`config.mk`:
```
export PLATFORM = sky130hd
export DESIGN_NAME = frtcb_timer
export DESIGN_NICKNAME = d
export VERILOG_FILES = /design/src/inc/frtcb_pkg.sv /design/src/verilog/frtcb_timer.sv
export VERILOG_INCLUDE_DIRS = /design/src /design/src/inc
export SDC_FILE = /design/constraint.sdc
export NUM_CORES = 1
export LEC_CHECK = 0
export ABC_AREA = 0
export BUFFER_PORTS_ARGS = -buffer_cell sky130_fd_sc_hd__buf_2
export CAP_MARGIN = 20
export CORE_ASPECT_RATIO = 0.75
export CORE_MARGIN = 2
export CORE_UTILIZATION = 42
export DETAILED_ROUTE_END_ITERATION = 10
export PLACE_DENSITY = 0.55
export SYNTH_ARGS = -nofsm -noshare
export SYNTH_HDL_FRONTEND = slang
export SYNTH_SLANG_ARGS = --single-unit
```
`constraint.sdc`:
```
create_clock -name i_mclk -period 3.4 [get_ports i_mclk]
set_input_delay 0.68 -clock i_mclk [delete_from_list [all_inputs] [get_ports i_mclk]]
set_output_delay 0.68 -clock i_mclk [all_outputs]
set_load 0.02 [all_outputs]
```
`src/inc/frtcb_map.svh`:
```
// Register offsets, field positions, reset values and divider settings of the timer block
`ifndef FRTCB_MAP_SVH
`define FRTCB_MAP_SVH
`define FRTCB_ADDR_MODE      16'hff48
`define FRTCB_ADDR_TONE      16'hff49
`define FRTCB_ADDR_CMP_LO    16'hff4a
`define FRTCB_ADDR_CMP_HI    16'hff4b
`define FRTCB_ADDR_CNT_LO    16'hff4c
`define FRTCB_ADDR_CNT_HI    16'hff4d
`define FRTCB_ADDR_CAP_LO    16'hff4e
`define FRTCB_ADDR_CAP_HI    16'hff4f
`define FRTCB_MODE_RESET     8'h00
`define FRTCB_TONE_RESET     8'h00
`define FRTCB_CMP_RESET      16'hffff
`define FRTCB_CNT_RESET      16'h0000
`define FRTCB_BIT_OUT_LEVEL  7
`define FRTCB_BIT_OVF        6
`define FRTCB_BIT_EDGE_HI    5
`define FRTCB_BIT_EDGE_LO    4
`define FRTCB_BIT_TOGGLE_EN  3
`define FRTCB_BIT_CLK_HI     2
`define FRTCB_BIT_CLK_LO     1
`define FRTCB_BIT_OUT_EN     0
`define FRTCB_BIT_TONE_EN    0
`define FRTCB_BIT_TONE_LO    1
`define FRTCB_TONE_WR_MASK   8'h0f
`define FRTCB_DIV4_LAST      7'd3
`define FRTCB_DIV64_LAST     7'd63
`define FRTCB_DIV128_LAST    7'd127
`endif

```
`src/inc/frtcb_pkg.sv`:
```
// Types shared by the timer block
`default_nettype none
package frtcb_pkg;
    typedef enum logic [1:0] {
        FRTCB_CLK_DIV4   = 2'h0,
        FRTCB_CLK_DIV64  = 2'h1,
        FRTCB_CLK_DIV128 = 2'h2,
        FRTCB_CLK_SUB    = 2'h3
    } frtcb_clk_e;
    typedef enum logic [1:0] {
        FRTCB_EDGE_OFF  = 2'h0,
        FRTCB_EDGE_RISE = 2'h1,
        FRTCB_EDGE_FALL = 2'h2,
        FRTCB_EDGE_BOTH = 2'h3
    } frtcb_edge_e;
    typedef struct packed {
        logic        toggle_en;
        frtcb_edge_e edge_sel;
        frtcb_clk_e  clk_sel;
        logic        out_en;
    } frtcb_mode_s;
    typedef struct packed {
        logic [15:0] addr;
        logic        rd;
        logic        wr;
        logic [7:0]  wdata;
    } frtcb_bus_s;
endpackage : frtcb_pkg
`default_nettype wire

```
`src/verilog/frtcb_timer.sv`:
```
// Free-running 16-bit timer with compare, capture, coherent read buffer and tone output
`timescale 1ns/10ps
`default_nettype none
`include "frtcb_map.svh"

module frtcb_timer
    import frtcb_pkg::*;
(
    input  wire logic       i_mclk,
    input  wire logic       i_srst,
    input  wire logic       i_ce,
    input  wire logic       i_sub_clk,
    input  wire logic [15:0] i_addr,
    input  wire logic       i_rd,
    input  wire logic       i_wr,
    input  wire logic [7:0] i_wdata,
    output logic      [7:0] o_rdata,
    input  wire logic       i_capture_trigger_pin,
    output logic            o_match_irq,
    output logic            o_timer_out_pin,
    output logic            o_timer_out_oe,
    output logic            o_tone_pin,
    output logic            o_tone_oe
);
    // ------------------------------------------------------------
    // Register state
    // ------------------------------------------------------------
    frtcb_bus_s  bus;
    frtcb_mode_s mode;
    logic        overflow_flag;
    logic        output_level;
    logic [3:0]  tone_ctl;
    logic [15:0] compare_value;
    logic [15:0] free_running_count;
    logic [15:0] captured_count;
    logic [15:0] read_buffer;
    logic        buf_frozen;
    logic [6:0]  prescale;
    logic [2:0]  sub_sync;
    logic [1:0]  trig_sync;
    logic        trig_prev;
    logic [12:0] tone_div;
    logic        tone_wave;

    assign bus = '{addr: i_addr, rd: i_rd, wr: i_wr, wdata: i_wdata};

    // ------------------------------------------------------------
    // Decode
    // ------------------------------------------------------------
    wire wr_mode   = bus.wr && bus.addr == `FRTCB_ADDR_MODE;
    wire wr_tone   = bus.wr && bus.addr == `FRTCB_ADDR_TONE;
    wire wr_cmp_lo = bus.wr && bus.addr == `FRTCB_ADDR_CMP_LO;
    wire wr_cmp_hi = bus.wr && bus.addr == `FRTCB_ADDR_CMP_HI;
    wire rd_cnt_lo = bus.rd && bus.addr == `FRTCB_ADDR_CNT_LO;
    wire rd_cnt_hi = bus.rd && bus.addr == `FRTCB_ADDR_CNT_HI;
    wire [1:0] wr_edge = bus.wdata[`FRTCB_BIT_EDGE_HI:`FRTCB_BIT_EDGE_LO];
    wire [1:0] wr_clk  = bus.wdata[`FRTCB_BIT_CLK_HI:`FRTCB_BIT_CLK_LO];
    frtcb_mode_s next_mode;
    // Register bit order differs from the struct order, so fields are placed by name
    assign next_mode = '{toggle_en: bus.wdata[`FRTCB_BIT_TOGGLE_EN],
                         edge_sel:  frtcb_edge_e'(wr_edge),
                         clk_sel:   frtcb_clk_e'(wr_clk),
                         out_en:    bus.wdata[`FRTCB_BIT_OUT_EN]};

    // ------------------------------------------------------------
    // Count clock
    // ------------------------------------------------------------
    // Subsystem clock is treated as a sampled input; its edge gives one tick.
    // Always synchronised here, so a tone-enabled subsystem count stays defined
    wire sub_tick = sub_sync[1] & ~sub_sync[2];
    wire [6:0] pre_last =
        (mode.clk_sel == FRTCB_CLK_DIV4)  ? `FRTCB_DIV4_LAST :
        (mode.clk_sel == FRTCB_CLK_DIV64) ? `FRTCB_DIV64_LAST : `FRTCB_DIV128_LAST;
    wire pre_tick   = (prescale & pre_last) == pre_last;
    wire count_tick = (mode.clk_sel == FRTCB_CLK_SUB) ? sub_tick : pre_tick;

    wire match      = free_running_count == compare_value;
    wire match_rise = count_tick && (free_running_count + 16'h0001) == compare_value;
    wire wrap       = count_tick && free_running_count == 16'hffff;

    // ------------------------------------------------------------
    // Capture edge
    // ------------------------------------------------------------
    wire trig_rise = trig_sync[1] & ~trig_prev;
    wire trig_fall = ~trig_sync[1] & trig_prev;
    wire capture_hit =
        (mode.edge_sel == FRTCB_EDGE_RISE && trig_rise) ||
        (mode.edge_sel == FRTCB_EDGE_FALL && trig_fall) ||
        (mode.edge_sel == FRTCB_EDGE_BOTH && (trig_rise || trig_fall));

    // ------------------------------------------------------------
    // Tone generator
    // ------------------------------------------------------------
    wire [2:0] tone_sel = tone_ctl[3:1];
    logic [3:0] tone_bit;
    always_comb begin
        unique case (tone_sel)
            3'h0: tone_bit = 4'h2;
            3'h1: tone_bit = 4'h3;
            3'h2: tone_bit = 4'h6;
            3'h3: tone_bit = 4'h7;
            3'h4: tone_bit = 4'h8;
            3'h5: tone_bit = 4'h9;
            3'h6: tone_bit = 4'ha;
            3'h7: tone_bit = 4'hb;
        endcase
    end
    wire [12:0] tone_mask = 13'((14'h0002 << tone_bit) - 14'h0001);
    wire tone_half = count_tick && ((tone_div & tone_mask) == tone_mask);

    // ------------------------------------------------------------
    // Read data
    // ------------------------------------------------------------
    wire [15:0] cnt_view = buf_frozen ? read_buffer : free_running_count;
    wire [7:0]  mode_rd  = {output_level, overflow_flag, mode.edge_sel, mode.toggle_en,
                            mode.clk_sel, mode.out_en};
    wire [7:0]  next_rdata =
        (bus.addr == `FRTCB_ADDR_MODE)   ? mode_rd :
        (bus.addr == `FRTCB_ADDR_TONE)   ? {4'h0, tone_ctl} :
        (bus.addr == `FRTCB_ADDR_CMP_LO) ? compare_value[7:0] :
        (bus.addr == `FRTCB_ADDR_CMP_HI) ? compare_value[15:8] :
        (bus.addr == `FRTCB_ADDR_CNT_LO) ? free_running_count[7:0] :
        (bus.addr == `FRTCB_ADDR_CNT_HI) ? cnt_view[15:8] :
        (bus.addr == `FRTCB_ADDR_CAP_LO) ? captured_count[7:0] :
        (bus.addr == `FRTCB_ADDR_CAP_HI) ? captured_count[15:8] : 8'h00;

    // ------------------------------------------------------------
    // Sequential logic
    // ------------------------------------------------------------
    always_ff @(posedge i_mclk) begin
        if (i_srst) begin
            mode               <= frtcb_mode_s'(6'(`FRTCB_MODE_RESET));
            overflow_flag      <= 1'b0;
            tone_ctl           <= 4'h0;
            compare_value      <= `FRTCB_CMP_RESET;
            free_running_count <= `FRTCB_CNT_RESET;
            output_level       <= 1'b0;
            prescale           <= 7'h00;
            sub_sync           <= 3'h0;
            trig_sync          <= 2'h0;
            trig_prev          <= 1'b0;
            buf_frozen         <= 1'b0;
            read_buffer        <= 16'h0000;
            tone_div           <= 13'h0000;
            tone_wave          <= 1'b0;
            o_rdata            <= 8'h00;
        end else if (i_ce) begin
            sub_sync  <= {sub_sync[1:0], i_sub_clk};
            trig_sync <= {trig_sync[0], i_capture_trigger_pin};
            trig_prev <= trig_sync[1];
            prescale  <= prescale + 7'h01;
            o_rdata   <= next_rdata;
            if (count_tick)
                free_running_count <= free_running_count + 16'h0001;
            if (wr_mode) begin
                mode <= next_mode;
                if (!bus.wdata[`FRTCB_BIT_OVF] && !wrap)
                    overflow_flag <= 1'b0;
                if (!bus.wdata[`FRTCB_BIT_OUT_EN] && !mode.out_en)
                    output_level <= 1'b0;
            end
            if (wrap)
                overflow_flag <= 1'b1;
            if (!mode.out_en)
                output_level <= 1'b0;
            else if (match_rise && mode.toggle_en)
                output_level <= ~output_level;
            if (wr_tone)
                tone_ctl <= 4'(bus.wdata & `FRTCB_TONE_WR_MASK);
            if (wr_cmp_lo)
                compare_value[7:0] <= bus.wdata;
            if (wr_cmp_hi)
                compare_value[15:8] <= bus.wdata;
            if (rd_cnt_lo) begin
                read_buffer <= free_running_count;
                buf_frozen  <= 1'b1;
            end else if (rd_cnt_hi)
                buf_frozen <= 1'b0;
            if (count_tick)
                tone_div <= tone_div + 13'h0001;
            if (!tone_ctl[`FRTCB_BIT_TONE_EN])
                tone_wave <= 1'b0;
            else if (tone_half)
                tone_wave <= ~tone_wave;
        end
    end

    // Capture has no reset: its content is undefined until the first trigger.
    always_ff @(posedge i_mclk) begin
        if (i_ce && capture_hit)
            captured_count <= free_running_count;
    end

    // ------------------------------------------------------------
    // Outputs
    // ------------------------------------------------------------
    // Request is a level while the count sits on the compare value.
    assign o_match_irq     = match && !i_srst;
    assign o_timer_out_pin = output_level;
    assign o_timer_out_oe  = mode.out_en;
    assign o_tone_pin      = tone_wave;
    assign o_tone_oe       = tone_ctl[`FRTCB_BIT_TONE_EN];

    // ------------------------------------------------------------
    // Checks
    // ------------------------------------------------------------
    a_cmp_reset_ones: assert property (@(posedge i_mclk)
        i_srst |=> compare_value == 16'hffff) else $error("compare not all ones after reset");
    a_cnt_reset_zero: assert property (@(posedge i_mclk)
        i_srst |=> free_running_count == 16'h0000) else $error("count not zero after reset");
    a_match_irq_level: assert property (@(posedge i_mclk) disable iff (i_srst)
        (i_ce && match_rise && !wr_cmp_lo && !wr_cmp_hi) |=> o_match_irq)
        else $error("match missed");
    a_count_wraps: assert property (@(posedge i_mclk) disable iff (i_srst)
        (i_ce && wrap) |=> free_running_count == 16'h0000 && overflow_flag)
        else $error("count did not wrap");
    a_out_low_off: assert property (@(posedge i_mclk) disable iff (i_srst)
        (i_ce && !mode.out_en) |=> !output_level) else $error("output not low while off");
    a_toggle_block: assert property (@(posedge i_mclk) disable iff (i_srst)
        (i_ce && !mode.toggle_en && !wr_mode) |=> $stable(output_level) || !output_level)
        else $error("output toggled while disabled");
    a_capture_load: assert property (@(posedge i_mclk) disable iff (i_srst)
        (i_ce && capture_hit) |=> captured_count == $past(free_running_count))
        else $error("capture missed");
    a_buffer_hold: assert property (@(posedge i_mclk) disable iff (i_srst)
        (i_ce && rd_cnt_lo) |=> buf_frozen && read_buffer == $past(free_running_count))
        else $error("buffer not frozen");
    a_tone_off_low: assert property (@(posedge i_mclk) disable iff (i_srst)
        (i_ce && !tone_ctl[0]) |=> !tone_wave) else $error("tone runs while off");
    c_match_seen:   cover property (@(posedge i_mclk) disable iff (i_srst) match && count_tick);
    c_capture_seen: cover property (@(posedge i_mclk) disable iff (i_srst) capture_hit);
    c_pair_read:    cover property (@(posedge i_mclk) disable iff (i_srst)
        rd_cnt_lo ##[1:8] rd_cnt_hi);
endmodule : frtcb_timer
`default_nettype wire

```
==> run_results.csv <==
group,metric,value,unit
yosys,synthTopCellsByArea,"dfxtp_1, edfxtp_1, xor2_1",
sta,tightestPinTransition,0.970,ns
setup_path,arrival,2.48,ns
sta,maxSlewViolCount,0,
global_route,grt_use_total,0.223,
floorplanning,start_util,0.432,
pwr,ir_drop,0.260,mV
clock_tree,clock_latency,0.36,ns
clock_tree,htree_levels,3,
floorplanning,rows,36,
sta,slew_headroom,0.353,
min_path,holdPathStages,2,
yosys,synthFlopType,"dfxtp_1",
drt,wl_per_cell,18.3,µm
sta,rsz0062_at_grt,"no",
setup_path,critPathKind,"reg2out",
clock_tree,clkTransAtPathRegs,0.08,ns
yosys,synth_top_family_by_area,"simple AND/OR/NAND/NOR gates",
clock_tree,cts_root_buffer,"clkbuf_16",
placement,numPortBuffers,43,
setup_path,required,2.72,ns
clock_tree,clock-sinks,108,
placement,dp_cells,837,
yosys,synth_edf_count,16,
final_layout,drive_gt1_frac,0.144,
yosys,synth_xor_area_frac,0.0901,
clock_tree,cts_buffers,9,
pwr,power_density,394,mW/mm²
job,drv_cap,0,
yosys,syn_nets,683,
sta,max_clock_freq,316,MHz
clock_tree,cts-resized-gates,0,
setup_path,cp-end-kind,"output pin",
floorplanning,ios,44,
yosys,netlist_area,0.00564,mm²
drt,drtIter0Drc,442,
yosys,synthMuxAreaShare,0.0603,
floorplanning,dieArea,0.0144,mm²
placement,hpwlAfterDp,11500,µm
placement,gp_congestion,0.977,
global_route,grt-ovfl-total,0,
placement,placed_cell_area,0.00604,mm²
floorplanning,die_h,104,µm
sta,period_share,0.930,
final_layout,antenna_cells,0,
yosys,yosysSeqAreaShare,0.412,
final_layout,fin_nets,714,
global_route,grt_pass1_vias,4471,
setup_path,reg2reg_to,"o_timer_out_pin$_SDFFE_PP0P_",
floorplanning,core,0.0131,mm²
drt,routed_wl,15700,µm
setup_path,r2r_start,"free_running_count[0]$_SDFFE_PP0P_",
setup_path,reg2reg_setup_slack,0.48,ns
final_layout,area_growth,12.6,%
global_route,grt_start_max_net_pins,93,
yosys,avgSynthCellArea,8.73,µm²
sta,hold_violations,0,
yosys,yosys.area.top_type_share,0.327,
drt,vias,4868,
setup_path,worstRegToRegCells,8,
min_path,min_from,"read_buffer[13]$_SDFFE_PP0P_",
drt,viasPerCell,5.71,
sta,hold_ws,0.454,ns
clock_tree,cts_buffer_depth,2,
global_route,grt_pass1_wl,24600,µm
drt,antenna_left,0,
yosys,synth-warning-count,0,
sta,tns,0,ns
sta,period_minus_slack,3.16,ns
clock_tree,post_cts_buffers,0,
yosys,synth_async_sr_flop_share,0,
yosys,synth_most_common_cell,"dfxtp_1",
yosys,synth_seq_cells,108,
yosys,synth_compound_area_frac,0.153,
floorplanning,die_width,138,µm
pwr,p_leak,2.25,nW
global_route,antenna_found_initial,0,
setup_path,crit_fanout,6,
drt,drc,0,
final_layout,final_area,0.00635,mm²
status,status,"finished clean",
min_path,min_path_type,"reg2reg",
yosys,synth.distinct_cells,62,
final_layout,finalNonFillerCells,853,
yosys,yosysTopAreaCell,"dfxtp_1",
yosys,yosys.area_share.simple,0.232,
drt,firstDrtPassIters,5,
yosys,synthTopCellsByCount,"dfxtp_1, nor2_1, nand2_1",
min_path,hold_path_end,"read_buffer[13]$_SDFFE_PP0P_",
clock_tree,postCtsHoldBufs,0,
sta,clock_skew,0.0117,ns
yosys,synthAdderAreaFrac,0.0133,
clock_tree,cts_tree,"yes",
yosys,netlist_instances,646,
sta,setup_viol,0,
setup_path,critPathLaunchType,"flip-flop",
[layout by cell type (no fill, tap or decap), types with 3 or more instances in the layout]
cell	Yosys	layout
or4_1	5	5
nor2_1	77	77
xor2_1	37	37
o22ai_1	10	10
a211o_1	18	18
a221oi_1	5	5
clkbuf_16	0	10
nor3_1	15	15
o211ai_1	4	4
xnor2_1	21	21
or3_1	7	7
o21a_1	3	3
a211oi_1	5	5
a31oi_1	7	7
a21oi_1	33	33
nor4_1	4	4
ha_1	6	6
edfxtp_1	16	16
nand3_1	18	18
mux2_2	6	6
nor3b_1	3	3
and3_1	7	7
and4_1	3	3
nand2b_1	6	6
and2_1	3	3
buf_4	1	21
dfxtp_1	92	92
nand4_1	16	16
inv_8	0	3
mux2i_1	25	25
nor2b_1	20	20
inv_1	9	9
o21ai_0	30	30
nand2_1	58	58
buf_2	13	43
[final cells by class]
class                           count  area (µm²)
Tap cell                          171         214
Clock inverter                      6        57.6
Inverter                           10        37.5
Clock buffer                       10         250
Multi-Input combinational cell    484        3090
Timing Repair Buffer               64         373
Fill cell                        1314        6710
Sequential cell                   108        2320
[through the flow]
step / util / setup slack, ns / total power, mW
finish: 0.486 / 0.238 / 2.50
global route: 0.486 / 0.0840 / 2.60
CTS: 0.486 / 0.261 / 2.54
detailed placement: 0.462 / 0.388 / 1.45
global placement: 0.462 / 0.405 / 1.45
floorplan: - / 0.496 / 1.40
[logic make-up (layout without fill, tap and decap cells)]
| kind of cell | Yosys count | count (layout) |
|---|---|---|
| compound gates | 131 | 131 |
| flops | 108 | 108 |
| buf+inv | 54 | 90 |
| fa+ha+maj | 6 | 6 |
| xor+xnor | 58 | 58 |
| simple gates | 257 | 257 |
| mux | 32 | 32 |
[registers in the layout, summed over array words and instances, names as in the netlist]
signal              flops
buf_frozen              1
captured_count         16
compare_value          16
free_running_count     16
mode                    5
o_rdata                 8
o_timer_out_oe          1
o_timer_out_pin         1
o_tone_pin              1
overflow_flag           1
prescale                7
read_buffer             8
sub_sync                3
tone_bit                4
tone_ctl                4
tone_div               13
trig_prev               1
trig_sync               2
[how the worst max path moves through the flow]
| stage | startpoint | endpoint | slack [ns] | cells after the start |
|---|---|---|---|---|
| finish | free_running_count[6]$_SDFFE_PP0P_ | o_match_irq | 0.24 | 6 |
| global route | free_running_count[6]$_SDFFE_PP0P_ | o_match_irq | 0.08 | 6 |
| CTS | free_running_count[6]$_SDFFE_PP0P_ | o_match_irq | 0.26 | 6 |
| detailed placement | i_addr[5] | tone_bit[1]$_SDFF_PN1_ | 0.39 | 7 |
| global placement | i_addr[5] | tone_bit[1]$_SDFF_PN1_ | 0.40 | 7 |
| floorplan | free_running_count[7]$_SDFFE_PP0P_ | o_match_irq | 0.50 | 6 |
[power by group]
group	leakage [nW]	switching, mW	internal (mW)
clock network	0.154	0.520	0.563
registers	0.872	0.00588	1.30
logic	1.23	0.0767	0.0393
total	2.25	0.603	1.90
[metal layers]
metal  global-route usage  part of all wire
met1                0.342              0.49
met2                0.309              0.41
met3               0.0590             0.079
met4               0.0503             0.016
met5                    0                 0
[worst max-delay path, cell delays in order, from the launching register on]
cell and delay (ns):
dfxtp_1 0.52, xor2_1 0.14, or4_1 0.55, nor4_1 0.28, nand4_1 0.11, nor4_1 0.27
buf_2 0.24
(Power assumes the default switching activity.)
